$ cat src/logic/link_supervisor_regs.svh
// Purpose: constants of the link and input supervisor
// Assumes: sys_clk at 125 MHz
// Notes:   times keep their printed figure, counts derive from them
`ifndef LINK_SUPERVISOR_REGS_SVH
`define LINK_SUPERVISOR_REGS_SVH

// ****************************************
// timing
// ****************************************
`define LS_CLK_MHZ          125
`define LS_WD_SHORT_MS      32
`define LS_WD_LONG_MS       128
`define LS_IN_DGL_US        200
`define LS_RST_DGL_US       10
`define LS_REF_DGL_US_X10   20
`define LS_CLK_LOW_HZ       100
`define LS_WD_SHORT_CYC     (`LS_WD_SHORT_MS * `LS_CLK_MHZ * 1000)
`define LS_WD_LONG_CYC      (`LS_WD_LONG_MS * `LS_CLK_MHZ * 1000)
`define LS_IN_DGL_CYC       (`LS_IN_DGL_US * `LS_CLK_MHZ)
`define LS_RST_DGL_CYC      (`LS_RST_DGL_US * `LS_CLK_MHZ)
`define LS_REF_DGL_CYC      ((`LS_REF_DGL_US_X10 * `LS_CLK_MHZ) / 10)
`define LS_CLK_LOW_CYC      ((`LS_CLK_MHZ * 1000000) / `LS_CLK_LOW_HZ)

// ****************************************
// frame layout
// ****************************************
`define LS_FRAME_BITS       16
`define LS_FRAME_TOGGLE_BIT 15

// ****************************************
// register map
// ****************************************
`define LS_CTRL_OFS         8'h00
`define LS_QSTAT1_OFS       8'h04
`define LS_STAT7_OFS        8'h1C
`define LS_CTRL_RST         16'h0000
`define LS_CTRL_CHON_LSB    0
`define LS_CTRL_CH6_BIT     5
`define LS_CTRL_WDSEL_BIT   8
`define LS_QS1_CLKFAIL_BIT  0
`define LS_QS1_CLKBAD_BIT   1
`define LS_ST7_LINKF_BIT    0
`define LS_ST7_REQ_BIT      1
`define LS_ST7_FAIL_BIT     2

`endif

$ cat src/logic/link_supervisor_pkg.sv
// Purpose: shared types of the link and input supervisor
// Assumes: nothing
// Notes:   constants live in link_supervisor_regs.svh
package link_supervisor_pkg;

  typedef enum logic [1:0] {
    MODE_NORMAL = 2'b01,
    MODE_FAIL   = 2'b10
  } op_mode_e;

endpackage : link_supervisor_pkg

$ cat src/logic/deglitch_filter.sv
// Purpose: two-flop synchroniser plus deglitch filter for one pin
// Assumes: pin is asynchronous to sys_clk
// Notes:   RISE_PASS lets rising edges through at once
module deglitch_filter #(
  parameter int unsigned CYCLES    = 250,
  parameter bit          RISE_PASS = 1'b0
) (
  // clock and reset
  input  wire logic sys_clk,
  input  wire logic srst,
  // pin and filtered level
  input  wire logic pin_in,
  output logic      level_out
);

  localparam int unsigned CW = $clog2(CYCLES + 1);

  logic          sync_a_r;
  logic          sync_b_r;
  logic [CW-1:0] cnt_r;

  if (CYCLES < 2) begin : g_bad_cycles
    $error("deglitch_filter: CYCLES must be at least 2");
  end

  always_ff @(posedge sys_clk) begin
    if (srst) begin
      sync_a_r <= 1'b0;
      sync_b_r <= 1'b0;
    end else begin
      sync_a_r <= pin_in;
      sync_b_r <= sync_a_r;
    end
  end

  // level changes only after the new value held CYCLES clocks, or at once on a rise when RISE_PASS is set
  always_ff @(posedge sys_clk) begin
    if (srst) begin
      level_out <= 1'b0;
      cnt_r     <= '0;
    end else if (sync_b_r == level_out) begin
      cnt_r <= '0;
    end else if (RISE_PASS && sync_b_r) begin
      level_out <= 1'b1;
      cnt_r     <= '0;
    end else if (cnt_r == CW'(CYCLES - 1)) begin
      level_out <= sync_b_r;
      cnt_r     <= '0;
    end else begin
      cnt_r <= cnt_r + CW'(1);
    end
  end

  a_glitch_blocked: assert property (@(posedge sys_clk) disable iff (srst)
    (!RISE_PASS || !sync_b_r) && sync_b_r != level_out && cnt_r == '0 |=> $stable(level_out))
    else $error("filter output moved on first cycle of a change");

endmodule : deglitch_filter

$ cat src/logic/link_frame_port.sv
// Purpose: serial link frame port, sampled by sys_clk
// Assumes: link clock far slower than sys_clk, idle low, data sampled on rising edge
// Notes:   only the last 16 bits of a chain-long frame are kept
module link_frame_port (
  // clock and reset
  input  wire logic        sys_clk,
  input  wire logic        srst,
  // link pins
  input  wire logic        cs_n_pin,
  input  wire logic        sck_pin,
  input  wire logic        si_pin,
  output logic             so_out,
  output logic             so_oe,
  // frame side
  input  wire logic [15:0] tx_word,
  output logic             frame_done,
  output logic             frame_len_ok,
  output logic [15:0]      frame_word
);

  logic [2:0]  cs_s_r;
  logic [2:0]  sck_s_r;
  logic [1:0]  si_s_r;
  logic [15:0] rx_sh_r;
  logic [15:0] tx_sh_r;
  logic [3:0]  bit_cnt_r;
  logic        any_bit_r;
  logic        cs_fall;
  logic        cs_rise;
  logic        sck_rise;
  logic        sck_fall;

  // stage 0 of each chain feeds only stage 1
  always_ff @(posedge sys_clk) begin
    if (srst) begin
      cs_s_r  <= 3'h7;
      sck_s_r <= 3'h0;
      si_s_r  <= 2'h0;
    end else begin
      cs_s_r  <= {cs_s_r[1:0], cs_n_pin};
      sck_s_r <= {sck_s_r[1:0], sck_pin};
      si_s_r  <= {si_s_r[0], si_pin};
    end
  end

  assign cs_fall  = !cs_s_r[1] && cs_s_r[2];
  assign cs_rise  = cs_s_r[1] && !cs_s_r[2];
  assign sck_rise = !cs_s_r[1] && sck_s_r[1] && !sck_s_r[2];
  assign sck_fall = !cs_s_r[1] && !sck_s_r[1] && sck_s_r[2];

  always_ff @(posedge sys_clk) begin
    if (srst) begin
      rx_sh_r   <= 16'h0000;
      bit_cnt_r <= 4'h0;
      any_bit_r <= 1'b0;
    end else if (cs_fall) begin
      bit_cnt_r <= 4'h0;
      any_bit_r <= 1'b0;
    end else if (sck_rise) begin
      rx_sh_r   <= {rx_sh_r[14:0], si_s_r[1]};
      bit_cnt_r <= bit_cnt_r + 4'h1;
      any_bit_r <= 1'b1;
    end
  end

  // modulo 16 check: the 4-bit counter wraps to zero on every full word
  always_ff @(posedge sys_clk) begin
    if (srst) begin
      frame_done   <= 1'b0;
      frame_len_ok <= 1'b0;
      frame_word   <= 16'h0000;
    end else begin
      frame_done <= cs_rise && any_bit_r;
      if (cs_rise) begin
        frame_len_ok <= bit_cnt_r == 4'h0;
        frame_word   <= rx_sh_r;
      end
    end
  end

  always_ff @(posedge sys_clk) begin
    if (srst) begin
      tx_sh_r <= 16'h0000;
      so_out  <= 1'b0;
      so_oe   <= 1'b0;
    end else if (cs_fall) begin
      tx_sh_r <= tx_word;
      so_out  <= tx_word[15];
      so_oe   <= 1'b1;
    end else if (cs_rise) begin
      so_oe <= 1'b0;
    end else if (sck_fall) begin
      tx_sh_r <= {tx_sh_r[14:0], 1'b0};
      so_out  <= tx_sh_r[14];
    end
  end

endmodule : link_frame_port

$ cat src/logic/link_and_input_supervisor.sv
// Purpose: link watchdog, input deglitchers, clock supervision, output steering
// Assumes: pins asynchronous to sys_clk; pwm_level comes from logic on sys_clk
// Notes:   active_low_reset_in low acts as a soft reset of the supervision state
//
// The address map and strobed register access were chosen for this implementation.
`include "link_supervisor_regs.svh"

module link_and_input_supervisor #(
  parameter int unsigned WD_SHORT_CYC = `LS_WD_SHORT_CYC,
  parameter int unsigned WD_LONG_CYC  = `LS_WD_LONG_CYC,
  parameter int unsigned IN_DGL_CYC   = `LS_IN_DGL_CYC,
  parameter int unsigned CLK_LOW_CYC  = `LS_CLK_LOW_CYC
) (
  // clock and reset
  input  wire logic        sys_clk,
  input  wire logic        srst,
  // serial link pins
  input  wire logic        link_cs_n,
  input  wire logic        link_sck,
  input  wire logic        link_si,
  output logic             link_so,
  output logic             link_so_oe,
  // direct pins
  input  wire logic        failmode_request_in,
  input  wire logic [3:0]  direct_channel_inputs,
  input  wire logic        active_low_reset_in,
  input  wire logic        ref_clk_in,
  // pwm engine levels
  input  wire logic [4:0]  pwm_level,
  // register port
  input  wire logic [7:0]  reg_addr,
  input  wire logic [15:0] reg_wdata,
  input  wire logic        reg_wr,
  input  wire logic        reg_rd,
  output logic [15:0]      reg_rdata,
  // outputs
  output logic [4:0]       power_out,
  output logic             external_switch_drive,
  output logic             fail_mode_out
);

  localparam int unsigned RST_DGL_CYC = `LS_RST_DGL_CYC;
  localparam int unsigned REF_DGL_CYC = `LS_REF_DGL_CYC;
  localparam int unsigned WDW         = $clog2(WD_LONG_CYC + 1);
  localparam int unsigned CLW         = $clog2(CLK_LOW_CYC + 1);

  if (WD_SHORT_CYC < 2 || WD_LONG_CYC < WD_SHORT_CYC) begin : g_bad_wd
    $error("watchdog counts must be at least 2 and long not below short");
  end
  if (CLK_LOW_CYC <= 2 * REF_DGL_CYC) begin : g_bad_clk
    $error("CLK_LOW_CYC must exceed two reference deglitch times");
  end

  // ****************************************
  // input deglitchers
  // ****************************************
  logic       failmode_request_filtered;
  logic [3:0] direct_channel_filtered;
  logic       rst_in_filtered;
  logic       ref_filtered;
  logic       rst_low;

  deglitch_filter #(.CYCLES(IN_DGL_CYC), .RISE_PASS(1'b0)) u_req_dgl (
    .sys_clk   (sys_clk),
    .srst      (srst),
    .pin_in    (failmode_request_in),
    .level_out (failmode_request_filtered)
  );

  for (genvar i = 0; i < 4; i++) begin : g_dir_dgl
    deglitch_filter #(.CYCLES(IN_DGL_CYC), .RISE_PASS(1'b0)) u_dir (
      .sys_clk   (sys_clk),
      .srst      (srst),
      .pin_in    (direct_channel_inputs[i]),
      .level_out (direct_channel_filtered[i])
    );
  end

  // rising edge passes at once, so only the fall is delayed
  deglitch_filter #(.CYCLES(RST_DGL_CYC), .RISE_PASS(1'b1)) u_rst_dgl (
    .sys_clk   (sys_clk),
    .srst      (srst),
    .pin_in    (active_low_reset_in),
    .level_out (rst_in_filtered)
  );

  // too fast a clock never survives the filter and reads as missing
  deglitch_filter #(.CYCLES(REF_DGL_CYC), .RISE_PASS(1'b0)) u_ref_dgl (
    .sys_clk   (sys_clk),
    .srst      (srst),
    .pin_in    (ref_clk_in),
    .level_out (ref_filtered)
  );

  assign rst_low = !rst_in_filtered;

  // ****************************************
  // serial frames
  // ****************************************
  logic        frame_done;
  logic        frame_len_ok;
  logic [15:0] frame_word;
  logic [15:0] stat7_word;

  link_frame_port u_frame (
    .sys_clk      (sys_clk),
    .srst         (srst),
    .cs_n_pin     (link_cs_n),
    .sck_pin      (link_sck),
    .si_pin       (link_si),
    .so_out       (link_so),
    .so_oe        (link_so_oe),
    .tx_word      (stat7_word),
    .frame_done   (frame_done),
    .frame_len_ok (frame_len_ok),
    .frame_word   (frame_word)
  );

  // ****************************************
  // fault detection
  // ****************************************
  logic           last_toggle_r;
  logic           toggle_seen_r;
  logic           toggle_ok;
  logic           good_frame;
  logic           toggle_err;
  logic           len_err;
  logic           wd_timeout;
  logic           link_fault_evt;
  logic [WDW-1:0] wd_cnt_r;
  logic [WDW-1:0] wd_limit;
  logic [15:0]    ctrl_r;

  // a stuck data line repeats the toggle bit, so no separate check exists
  assign toggle_ok  = !toggle_seen_r || (frame_word[`LS_FRAME_TOGGLE_BIT] != last_toggle_r);
  assign good_frame = frame_done && frame_len_ok && toggle_ok;
  assign toggle_err = frame_done && frame_len_ok && !toggle_ok;
  assign len_err    = frame_done && !frame_len_ok;
  assign wd_limit   = ctrl_r[`LS_CTRL_WDSEL_BIT] ? WDW'(WD_LONG_CYC - 1) : WDW'(WD_SHORT_CYC - 1);
  assign wd_timeout = wd_cnt_r >= wd_limit;
  assign link_fault_evt = toggle_err || len_err || wd_timeout;

  always_ff @(posedge sys_clk) begin
    if (srst || rst_low) begin
      last_toggle_r <= 1'b0;
      toggle_seen_r <= 1'b0;
    end else if (good_frame) begin
      last_toggle_r <= frame_word[`LS_FRAME_TOGGLE_BIT];
      toggle_seen_r <= 1'b1;
    end
  end

  always_ff @(posedge sys_clk) begin
    if (srst || rst_low) begin
      wd_cnt_r <= '0;
    end else if (good_frame || wd_timeout) begin
      wd_cnt_r <= '0;
    end else begin
      wd_cnt_r <= wd_cnt_r + WDW'(1);
    end
  end

  // ****************************************
  // operating mode and link fault flag
  // ****************************************
  link_supervisor_pkg::op_mode_e mode_r;
  link_supervisor_pkg::op_mode_e mode_nxt;
  logic                          link_fault_flag_r;
  logic                          leave_fail;

  // leaving fail needs the request gone and a clean frame
  assign leave_fail = mode_r == link_supervisor_pkg::MODE_FAIL && !failmode_request_filtered
                      && good_frame && !link_fault_evt;

  always_comb begin
    mode_nxt = mode_r;
    case (mode_r)
      link_supervisor_pkg::MODE_NORMAL: begin
        if (link_fault_evt || failmode_request_filtered) begin
          mode_nxt = link_supervisor_pkg::MODE_FAIL;
        end
      end
      link_supervisor_pkg::MODE_FAIL: begin
        if (leave_fail) begin
          mode_nxt = link_supervisor_pkg::MODE_NORMAL;
        end
      end
      default: begin
        mode_nxt = link_supervisor_pkg::MODE_FAIL;
      end
    endcase
  end

  always_ff @(posedge sys_clk) begin
    if (srst || rst_low) begin
      mode_r <= link_supervisor_pkg::MODE_NORMAL;
    end else begin
      mode_r <= mode_nxt;
    end
  end

  // a fresh fault wins over the clear on the way out of fail
  always_ff @(posedge sys_clk) begin
    if (srst || rst_low) begin
      link_fault_flag_r <= 1'b0;
    end else if (link_fault_evt) begin
      link_fault_flag_r <= 1'b1;
    end else if (leave_fail) begin
      link_fault_flag_r <= 1'b0;
    end
  end

  assign stat7_word = {13'h0000, mode_r == link_supervisor_pkg::MODE_FAIL,
                       failmode_request_filtered, link_fault_flag_r};

  // ****************************************
  // reference clock supervision
  // ****************************************
  logic           ref_d_r;
  logic [CLW-1:0] ref_cnt_r;
  logic           clk_bad_r;
  logic           clock_fail_r;
  logic           qs1_read;

  always_ff @(posedge sys_clk) begin
    if (srst) begin
      ref_d_r <= 1'b0;
    end else begin
      ref_d_r <= ref_filtered;
    end
  end

  // held idle in reset, so timing starts at the reset release
  always_ff @(posedge sys_clk) begin
    if (srst || rst_low) begin
      ref_cnt_r <= '0;
      clk_bad_r <= 1'b0;
    end else if (ref_filtered && !ref_d_r) begin
      ref_cnt_r <= '0;
      clk_bad_r <= 1'b0;
    end else if (ref_cnt_r == CLW'(CLK_LOW_CYC - 1)) begin
      clk_bad_r <= 1'b1;
    end else begin
      ref_cnt_r <= ref_cnt_r + CLW'(1);
    end
  end

  assign qs1_read = reg_rd && reg_addr == `LS_QSTAT1_OFS;

  // a read only clears once the condition has gone
  always_ff @(posedge sys_clk) begin
    if (srst) begin
      clock_fail_r <= 1'b0;
    end else if (clk_bad_r) begin
      clock_fail_r <= 1'b1;
    end else if (qs1_read) begin
      clock_fail_r <= 1'b0;
    end
  end

  // ****************************************
  // register port
  // ****************************************
  always_ff @(posedge sys_clk) begin
    if (srst) begin
      ctrl_r <= `LS_CTRL_RST;
    end else if (reg_wr && reg_addr == `LS_CTRL_OFS) begin
      ctrl_r <= reg_wdata;
    end
  end

  always_ff @(posedge sys_clk) begin
    if (srst) begin
      reg_rdata <= 16'h0000;
    end else if (!reg_rd) begin
      reg_rdata <= 16'h0000;
    end else if (reg_addr == `LS_CTRL_OFS) begin
      reg_rdata <= ctrl_r;
    end else if (reg_addr == `LS_QSTAT1_OFS) begin
      reg_rdata <= {14'h0000, clk_bad_r, clock_fail_r};
    end else if (reg_addr == `LS_STAT7_OFS) begin
      reg_rdata <= stat7_word;
    end else begin
      reg_rdata <= 16'h0000;
    end
  end

  // ****************************************
  // output steering
  // ****************************************
  always_ff @(posedge sys_clk) begin
    if (srst) begin
      power_out             <= 5'h00;
      external_switch_drive <= 1'b0;
      fail_mode_out         <= 1'b0;
    end else begin
      fail_mode_out <= mode_r == link_supervisor_pkg::MODE_FAIL;
      if (mode_r == link_supervisor_pkg::MODE_FAIL) begin
        power_out             <= {1'b0, direct_channel_filtered};
        external_switch_drive <= 1'b0;
      end else begin
        external_switch_drive <= ctrl_r[`LS_CTRL_CH6_BIT];
        if (clk_bad_r) begin
          power_out <= ctrl_r[`LS_CTRL_CHON_LSB +: 5];
        end else begin
          power_out <= pwm_level;
        end
      end
    end
  end

  // ****************************************
  // checks
  // ****************************************
  a_fault_to_fail: assert property (@(posedge sys_clk) disable iff (srst)
    !rst_low && link_fault_evt |=> mode_r == link_supervisor_pkg::MODE_FAIL)
    else $error("link fault did not enter fail mode");

  a_toggle_repeat: assert property (@(posedge sys_clk) disable iff (srst)
    !rst_low && toggle_seen_r && frame_done && frame_len_ok
    && frame_word[`LS_FRAME_TOGGLE_BIT] == last_toggle_r |=> link_fault_flag_r)
    else $error("repeated toggle bit not flagged");

  a_wd_expiry: assert property (@(posedge sys_clk) disable iff (srst || rst_low)
    wd_cnt_r == WDW'(WD_SHORT_CYC - 1) && !ctrl_r[`LS_CTRL_WDSEL_BIT] |=> link_fault_flag_r && wd_cnt_r == '0)
    else $error("short watchdog expiry missed");

  a_len_fault: assert property (@(posedge sys_clk) disable iff (srst)
    !rst_low && frame_done && !frame_len_ok |=> link_fault_flag_r
    && mode_r == link_supervisor_pkg::MODE_FAIL)
    else $error("bad frame length not flagged");

  a_flag_in_fail: assert property (@(posedge sys_clk) disable iff (srst || rst_low)
    link_fault_flag_r && mode_r == link_supervisor_pkg::MODE_FAIL ##1
    mode_r == link_supervisor_pkg::MODE_FAIL |-> link_fault_flag_r)
    else $error("link fault flag dropped inside fail mode");

  a_flag_exit_clear: assert property (@(posedge sys_clk) disable iff (srst || rst_low)
    mode_r == link_supervisor_pkg::MODE_FAIL ##1 mode_r == link_supervisor_pkg::MODE_NORMAL
    |-> !link_fault_flag_r)
    else $error("link fault flag survived return to normal");

  a_request_fail: assert property (@(posedge sys_clk) disable iff (srst)
    !rst_low && failmode_request_filtered |=> mode_r == link_supervisor_pkg::MODE_FAIL)
    else $error("filtered request did not force fail mode");

  a_fail_direct: assert property (@(posedge sys_clk) disable iff (srst)
    mode_r == link_supervisor_pkg::MODE_FAIL |=> power_out == {1'b0, $past(direct_channel_filtered)}
    && !external_switch_drive)
    else $error("fail mode outputs not from direct inputs");

  a_ext_normal: assert property (@(posedge sys_clk) disable iff (srst)
    mode_r == link_supervisor_pkg::MODE_NORMAL |=> external_switch_drive == $past(ctrl_r[`LS_CTRL_CH6_BIT]))
    else $error("external drive not following channel 6 bit");

  a_clkfail_hold: assert property (@(posedge sys_clk) disable iff (srst)
    clock_fail_r && (clk_bad_r || !qs1_read) |=> clock_fail_r)
    else $error("clock fail cleared without recovery and read");

  a_slow_clk_out: assert property (@(posedge sys_clk) disable iff (srst)
    mode_r == link_supervisor_pkg::MODE_NORMAL && clk_bad_r |=> power_out == $past(ctrl_r[4:0]))
    else $error("outputs not on on/off bits under slow clock");

  a_clk_sup_start: assert property (@(posedge sys_clk) disable iff (srst)
    rst_low |=> ref_cnt_r == '0 && !clk_bad_r)
    else $error("clock supervision ran during reset");

endmodule : link_and_input_supervisor

$ cat config.mk
export PLATFORM = sky130hd
export DESIGN_NAME = link_and_input_supervisor
export DESIGN_NICKNAME = d
export VERILOG_FILES = /design/src/logic/link_supervisor_pkg.sv /design/src/logic/deglitch_filter.sv /design/src/logic/link_frame_port.sv /design/src/logic/link_and_input_supervisor.sv
export VERILOG_INCLUDE_DIRS = /design/src /design/src/logic
export SDC_FILE = /design/constraint.sdc
export NUM_CORES = 1
export LEC_CHECK = 0
export ABC_AREA = 1
export BUFFER_PORTS_ARGS = -buffer_cell sky130_fd_sc_hd__buf_2
export CAP_MARGIN = 20
export CORE_UTILIZATION = 40
export CTS_CLUSTER_DIAMETER = 60
export DETAILED_ROUTE_END_ITERATION = 10
export SLEW_MARGIN = 20
export SYNTH_ARGS = -nofsm -noshare
export SYNTH_HDL_FRONTEND = slang
export SYNTH_SLANG_ARGS = --single-unit
$ cat constraint.sdc
create_clock -name sys_clk -period 2.73 [get_ports sys_clk]
set_input_delay 0.1365 -clock sys_clk [delete_from_list [all_inputs] [get_ports sys_clk]]
set_output_delay 0.1365 -clock sys_clk [all_outputs]
set_load 0.03 [all_outputs]
* Word level (Yosys, flattened, before mapping) *
Cells that the tools add are included.

word-level totals
  bits in latches = 0
  input bits = 43
  register bits after elaboration = 271
  memory bits (read-only) = 0
  bits in writable memories = 0
  memories kept = 0

operators by class
  reduce and logical (&&, ||, !) cells = 64
  div/mod/pow operators = 0
  multipliers = 0
  magnitude comparators = 1
  shift operators = 0
  bitwise logic cells = 10
  mux-type cells = 20
  eq/ne operators = 23
  add/subtract/negate cells = 10

operators by type and width
  cell                                                              number
  15-bit by 1-bit adder with 15-bit output (second input constant)  5
  15-bit == test (second input constant)                            5
  24-bit by 1-bit adder with 24-bit output (second input constant)  1
  24-bit >= comparator                                              1
  24-bit two-way mux                                                1
  2-bit AND reduction                                               11
  21-bit by 1-bit adder with 21-bit output (second input constant)  1
  21-bit == test (second input constant)                            1
  3-bit OR reduction                                                6
  1-bit logical AND                                                 17
  16-bit two-way mux                                                1
  3-bit two-way mux                                                 5
  11-bit by 1-bit adder with 11-bit output (second input constant)  1
  11-bit == test (second input constant)                            1
  1-bit logical NOT                                                 11
  1-bit inverter                                                    10
  2-bit nonzero test                                                5
  2-bit OR reduction                                                5
  8-bit by 1-bit adder with 8-bit output (second input constant)    1
  8-bit by 3-bit == test with 1-bit output (second input constant)  1
  8-bit by 5-bit == test with 1-bit output (second input constant)  1
  8-bit == test (second input constant)                             1
  8-bit logical NOT                                                 1
  1-bit two-way mux                                                 8
  14 further kinds                                                  27

* Longest topological paths before layout *
Gate-level depths: netlist of the first run.

  depth after elaboration = 10
  depth in mapped cells = 11
  mapped depth without buffers = 11

* By module *
A second synthesis of the first run with hierarchy kept.

unflattened totals
  cell total of the unflattened synthesis = 1736
  area total of the unflattened synthesis = 12758.5 µm²

by module, submodules not included
  module                                     times used  area each (µm²)  cells an instance
  deglitch_filter at g_dir_dgl[0].u_dir ...  5           917.1            126
  link_and_input_supervisor                  1           4277.9           574
  link_frame_port                            1           2680.1           371
  deglitch_filter at u_rst_dgl               1           666.9            88
  deglitch_filter at u_ref_dgl               1           548.0            73

* Worst setup path before layout of the first run *
OpenSTA, ideal clock, no wires.

  path type = reg2reg
  start = register ctrl_r[8]
  end = register wd_cnt_r[14]
  setup slack = 1.109 ns
  setup time = 0.115 ns
  required time = 2.615 ns
  path buffers = 1
  cell stages (with the launch flop) = 11
  arrival time = 1.506 ns
  cell sequence = dfxtp_1 -> inv_1 -> ha_1 -> nand2_1 -> nor2_2 -> nand2_2 -> nor2_4 -> a21oi_4 -> nand3_4 -> buf_8 -> nor2_2

on the way
  word-level cells in the longest chain between the ends = 4

ends and longest elaborated chain
  item                                 RTL line                          RTL
  start: declaration                   link_and_input_supervisor.sv:132  logic [15:0] ctrl_r;
  start signal: assignment             link_and_input_supervisor.sv:266  ctrl_r <= `LS_CTRL_RST;
  start signal: assignment             link_and_input_supervisor.sv:268  ctrl_r <= reg_wdata;
  24-bit two-way mux                   link_and_input_supervisor.sv:139  assign wd_limit = ctrl_r[`LS_CTRL_WDSEL_BIT] ? WDW'(WD_LONG_CYC - 1) : WDW'(WD_SHORT_CYC - 1);
  24-bit >= comparator                 link_and_input_supervisor.sv:140  assign wd_timeout = wd_cnt_r >= wd_limit;
  1-bit logical OR                     link_and_input_supervisor.sv:156  end else if (good_frame || wd_timeout) begin
  2-bit OR reduction (no source line)  --
  end signal: assignment               link_and_input_supervisor.sv:159  wd_cnt_r <= wd_cnt_r + WDW'(1);
  end: declaration                     link_and_input_supervisor.sv:130  logic [WDW-1:0] wd_cnt_r;

Every way passes these cells.
A chain may end at the register's enable or synchronous reset.

* Final worst setup path of the first run *
  start = register ctrl_r[8]
  end = register wd_cnt_r[12]

Same word-level chain as after synthesis.

==> results.txt, run 1 <==
Period utilization - 74.61%
Gate Count Post-Synth - 1443
CP most frequent cell - nand2_1
Num rows - 60
CP arrival - 2.50 ns
Core outline area - 27100 um2
CP Cell Sequence - inv_1 > ha_1 > nand2_1 > nor3b_1 > nand2_1 > nand2_2 > nand3_4 > nor3_1
Remaining DRCs - 0
DIE WIDTH - 168.6 um
Dominant cells by area after synthesis - dfxtp_1 (46%), nor2_1 (8.2%), nand2_1 (6.6%)
R2R cell count - 8
First-pass GRT wire length - 39120 um
Layout cell share with drive strength beyond 1 - 14.48%
Synthesized area per cell - 7.694 um2
Area of the multi-input gates - 5105 um2
Fin. Hold Viols - 0
Critical Path RT - 3.19 ns
I/O Buffers - 67
Synth Cell Area - 11100 um2
Delay-heaviest family, CP - simple AND/OR/NAND/NOR gates
Worst r2r src - ctrl_r[8]
Clock Sinks - 256
Area growth syn-to-layout - 19.00%
Hold Crit Start - reg_addr[3]
CTS buffer count - 31
Total number of vias - 9158
EDFF count, synth - 0
Worst path max stage delay - 0.38 ns
GRT Total Usage - 16.20%
Worst-margin pin slew - 0.7211 ns
Total Die Area - 28420 um2
IO Count - 68
Largest area contributor in the netlist - dfxtp_1
RePlAce Congestion - 0.8218
Nets - 1624
Clock buffer depth - 3
Root Buffer - clkbuf_16
DRT Wirelength - 22580 um
Clock latency on the worst-skew pair - 0.55 ns
Post-synthesis sequential area ratio - 46.16%
Fraction of the mapped netlist area in simple logic gates - 29.43%
Post-synth cell types - 52
Synthesized flop and latch total - 256
Routed vias/inst - 4.689
Fin util - 48.75%
Most frequent cells in the layout - dfxtp_1 (256), nor2_1 (242), nand2_1 (196)
Hold Path Sink - reg_rdata[1]
Worst Hold Path Cells - 4
Crit-path max FO - 24
Setup crit end kind - register
Final critical-path setup slack - 0.6932 ns
Fmax - 0.4910 GHz
Grt total ovfl - 0
R2R Setup Slk - 0.69 ns
TritonRoute pass-1 iters - 5
Wire per inst - 11.56 um
Initial antenna violation count - 0
Adder-Cell Fraction of Synth Area - 2.818%
Drt initial violations - 483
Status - complete, no violations
Setup Viol. Count Final - 0
Hold_buf cts - 34
CP Buf/Inv Count - 1
PostCTS Resize Cnt - 0
Async set-reset flop share out of synthesis - 0%
Setup Buffers After CTS - 0
Synth top area share - 46.16%
Worst Skew - 0.02225 ns
Synth warn - 0
Worst rel slew slack - 51.92%
Pin count of the biggest net entering global routing - 47
Compound-cell area share of the yosys netlist - 10.35%
Number of global-route vias before repair - 8443
Largest family of logic cells by synthesized area - simple AND/OR/NAND/NOR gates
Post-route antenna net violation count - 0
Ant diodes - 0
Max cap viols - 0
Worst hold path class - in -> reg
CTS tree - built
Syn Nets - 1511
Filler cells - 2711
Total negative setup slack - 0 ns
Slowest stage cell, crit path - dfxtp_1
Top FF cell, synth - dfxtp_1
CTS H-tree lvls - 1
Die Y - 168.6 um
Critical Path Source Type - register
HPWL after DPL - 15660 um
Final Power - 8.146 mW
Worst slack at placement - 0.6894 ns
Commonest non-fill, non-tap cell in the layout - dfxtp_1
XOR/XNOR Fraction of Synth Area - 3.392%
Post-route cell area - 13210 um2
RSZ-0062 raised after global routing - false
Crit path time final - 2.037 ns
CTS clk-pin slew, worst paths - 0.06 ns
Leakage - 5.000 nW
Pwr/cell area - 616.6 nW/um2
Post-DP Area - 11810 um2
Final Max Tran Viols - 0
FF-to-FF End - wd_cnt_r[12]
Critical path class - reg -> reg
Mux cell area share after synthesis - 0%
FF/Latch Area - 5125 um2
Maximum VDD drop - 330.1 uV
Starting Density - 40.96%
==> Yosys cell counts (6+ instances only) <==
cell type and count:
nand2_2 20, a31oi_1 6, nor3_2 10, a21oi_2 8, inv_1 180, dfxtp_1 256
xnor2_1 12, nor3b_1 15, buf_2 7, nor2_1 242, xor2_1 31, nor2_2 26
inv_2 12, nor3_1 41, ha_1 25, nand3_2 7, o21ai_0 88, nand2_1 196
nand4_1 41, a21oi_1 88, nand3_1 60, clkbuf_1 12
==> worst reg2reg max path: cells and delay by family, from the launching register on <==
| family | cells | cell delay [ns] |
|---|---|---|
| buffers and inverters | 1 | 0.16 |
| DFF | 1 | 0.38 |
| and+or+nand+nor | 6 | 1.09 |
| adders and majority gates | 1 | 0.32 |
==> per-layer routing <==
metal | GRT usage, % | wire length, um | vias to the layer above
li1 | - | - | 4895
met1 | 22.18 | 11270 | 4093
met2 | 26.68 | 9994 | 134
met3 | 2.455 | 901 | 36
met4 | 4.032 | 412 | 0
met5 | 0 | 0 | -
==> per-stage QoR <==
step,std cells,hold WS (ns)
after floorplan,1443,0.2320
after global placement,1861,0.3227
after detailed placement,1861,0.3246
after CTS,1953,0.004647
after global routing,1953,0.05262
final,1953,0.02832
==> where the power goes <==
| group | switching (mW) | internal, mW | leakage, nW |
|---|---|---|---|
| Sequential | 0.0138 | 3.77 | 2.07 |
| Clock | 1.62 | 2.55 | 0.521 |
| Combinational | 0.108 | 0.0889 | 2.41 |
==> sequential cells by signal, summed over array words and instances, names as in the netlist, 5 cells and up <==
name	flops
g_dir_dgl.u_dir.cnt_r	60
wd_cnt_r	24
ref_cnt_r	21
ctrl_r	16
reg_rdata	16
u_frame.rx_sh_r	16
u_frame.tx_sh_r	15
u_req_dgl.cnt_r	15
u_rst_dgl.cnt_r	11
u_ref_dgl.cnt_r	8
power_out	5
==> worst max-delay path by stage <==
stage	depth (start not counted)	start	endpoint
4_1_cts	8	ctrl_r[8]	wd_cnt_r[12]
6_report	8	ctrl_r[8]	wd_cnt_r[12]
5_1_grt	8	ctrl_r[8]	wd_cnt_r[2]
3_3_place_gp	8	ctrl_r[8]	wd_cnt_r[12]
3_5_place_dp	8	ctrl_r[8]	wd_cnt_r[12]
2_1_floorplan	10	ctrl_r[8]	wd_cnt_r[14]
==> logic make-up (layout without fill, tap and decap cells) <==
kind of cell,count (synthesis),after routing
and+or+nand+nor,691,691
DFF,256,256
buffers and inverters,219,357
AOI/OAI and AO/OA,209,209
xor gates and xnor gates,43,43
adders and majority gates,25,25
==> area by class of cell <==
type | instances | area share, %
tap | 372 | 3.523
inverter | 193 | 5.483
multi-input combinational | 968 | 38.64
clock inverter | 17 | 1.458
sequential | 256 | 38.79
clock buffer | 41 | 6.610
timing repair buffer | 106 | 5.493
Power figures use the tool's default switching activity.
==> inputs of run 2 (changes only) <==
==> constraint.sdc (replaced) <==
create_clock -name sys_clk -period 1.9 [get_ports sys_clk]
set_input_delay 0.095 -clock sys_clk [delete_from_list [all_inputs] [get_ports sys_clk]]
set_output_delay 0.095 -clock sys_clk [all_outputs]
set_load 0.03 [all_outputs]
==> results.txt, run 2 (same netlist as run 1, synthesis figures left out) <==
Clock Sinks - 256
Ant diodes - 0
Combinational power share - 2.5%
Biggest regs - g_dir_dgl.u_dir.cnt_r: 60 flops, wd_cnt_r: 24 flops, ref_cnt_r: 21 flops
Wire length on met3 - 894 um
Area growth syn-to-layout - 19.55%
Area of the multi-input gates - 5130 um2
Clock latency on the worst-skew pair - 0.54 ns
Total negative setup slack - 0 ns
HPWL after DPL - 16150 um
Worst slack at placement - -0.02763 ns
Critical Path Source Type - register
FF/Latch Area - 5125 um2
Filler cells - 2678
TritonRoute pass-1 iters - 5
CTS clk-pin slew, worst paths - 0.06 ns
I/O Buffers - 67
Setup crit end kind - register
Pin count of the biggest net entering global routing - 32
Most frequent cells in the layout - dfxtp_1 (256), nor2_1 (241), nand2_1 (196)
WL met2 - 10450 um
Fin util - 48.98%
Highest metal used - met4
GRT Total Usage - 16.40%
Commonest non-fill, non-tap cell in the layout - dfxtp_1
RePlAce Congestion - 0.8726
Portion of total power attributed to the clock network - 49.6%
Max FFs per register - 60
Worst-margin pin slew - 0.5733 ns
Period utilization - 96.05%
Wire per inst - 11.68 um
Routed vias/inst - 4.698
Core outline area - 27100 um2
First-pass GRT wire length - 39470 um
Number of global-route vias before repair - 8730
Nets - 1640
Die Y - 168.6 um
Max cap viols - 0
Crit-path max FO - 10
Total Die Area - 28420 um2
DIE WIDTH - 168.6 um
Maximum VDD drop - 587.6 uV
Layout cell share with drive strength beyond 1 - 15.36%
Final Max Tran Viols - 0
CTS buffer count - 29
Leakage - 5.039 nW
Total number of vias - 9240
Sw power - 2.455 mW
Drt initial violations - 463
Pwr/cell area - 855.4 nW/um2
CTS tree - built
Grt total ovfl - 0
CP arrival - 2.29 ns
Status - complete, no violations
R2R Setup Slk - 0.08 ns
Num rows - 60
Worst rel slew slack - 61.69%
Critical Path RT - 2.36 ns
Largest Register - g_dir_dgl.u_dir.cnt_r
P_int - 8.899 mW
Crit path time final - 1.825 ns
Worst hold path class - in -> reg
Sw Ratio - 21.62%
CTS H-tree lvls - 1
Sequential Power Share - 47.8%
IO Count - 68
Metal-1 WL - 11180 um
Fin. Hold Viols - 0
Worst Skew - 0.01572 ns
Root Buffer - clkbuf_16
Starting Density - 40.96%
DRT Wirelength - 22970 um
Fmax - 0.5480 GHz
Remaining DRCs - 0
Setup Viol. Count Final - 0
Critical path class - reg -> reg
Clock buffer depth - 3
Initial antenna violation count - 0
Final critical-path setup slack - 0.07505 ns
Post-route antenna net violation count - 0
## run 2: worst max-delay path, cell delays in order (launching register included)
cell,delay (ns)
dfxtp_1,0.31
buf_4,0.14
ha_1,0.26
nand2_1,0.08
o21bai_1,0.09
nand2_1,0.07
nand2_1,0.08
a21oi_4,0.23
nand3_4,0.18
buf_4,0.19
nor3_1,0.11
## run 2: worst paths after layout
path,cells past startpoint,end,start
worst min register to register,2,u_rst_dgl.sync_b_r,u_rst_dgl.sync_a_r
worst max-delay path,10,wd_cnt_r[9],ctrl_r[8]
worst min-delay path,4,g_dir_dgl[2].u_dir.level_out,srst
worst max register to register,10,wd_cnt_r[9],ctrl_r[8]
## run 2: what timing repair did
action,in CTS,in global routing
endpoints found under the setup margin,16,25
buffers inserted,0,7
gates resized for setup,1,3
gates cloned,1,0
endpoints found under the hold margin,34,0
hold buffers,35,0
## run 2: area by class of cell
type / count / share of cell area (%)
tap: 372 / 3.507
multi-input combinational: 969 / 38.65
clock inverter: 19 / 1.555
timing repair buffer: 123 / 6.354
inverter: 193 / 5.458
clock buffer: 35 / 5.864
sequential: 256 / 38.61
## run 2: per-layer routing
metal	global-route usage, %	vias up
li1	-	4928
met1	21.41	4134
met2	28.02	141
met3	2.689	37
met4	4.387	0
met5	0	-
## run 2: per-stage QoR
step / instance area [um2] / instances / power (mW) / hold WS, ns
floorplan: 11100 / 1443 / 5.680 / 0.1905
global placement: 11860 / 1870 / 5.780 / 0.2930
detailed placement: 11860 / 1870 / 5.783 / 0.2824
CTS: 13210 / 1960 / 11.53 / 0.006816
global route: 13270 / 1967 / 11.78 / 0.05070
finish: 13270 / 1967 / 11.35 / 0.02204
## run 2: power by group through the flow
| stage | registers, mW | clock network [mW] | logic (mW) |
|---|---|---|---|
| finish | 5.43 | 5.64 | 0.287 |
| global route | 5.43 | 6.03 | 0.322 |
| CTS | 5.43 | 5.81 | 0.288 |
| detailed placement | 5.55 | 0 | 0.234 |
| global placement | 5.55 | 0 | 0.231 |
| floorplan | 5.56 | 0 | 0.124 |
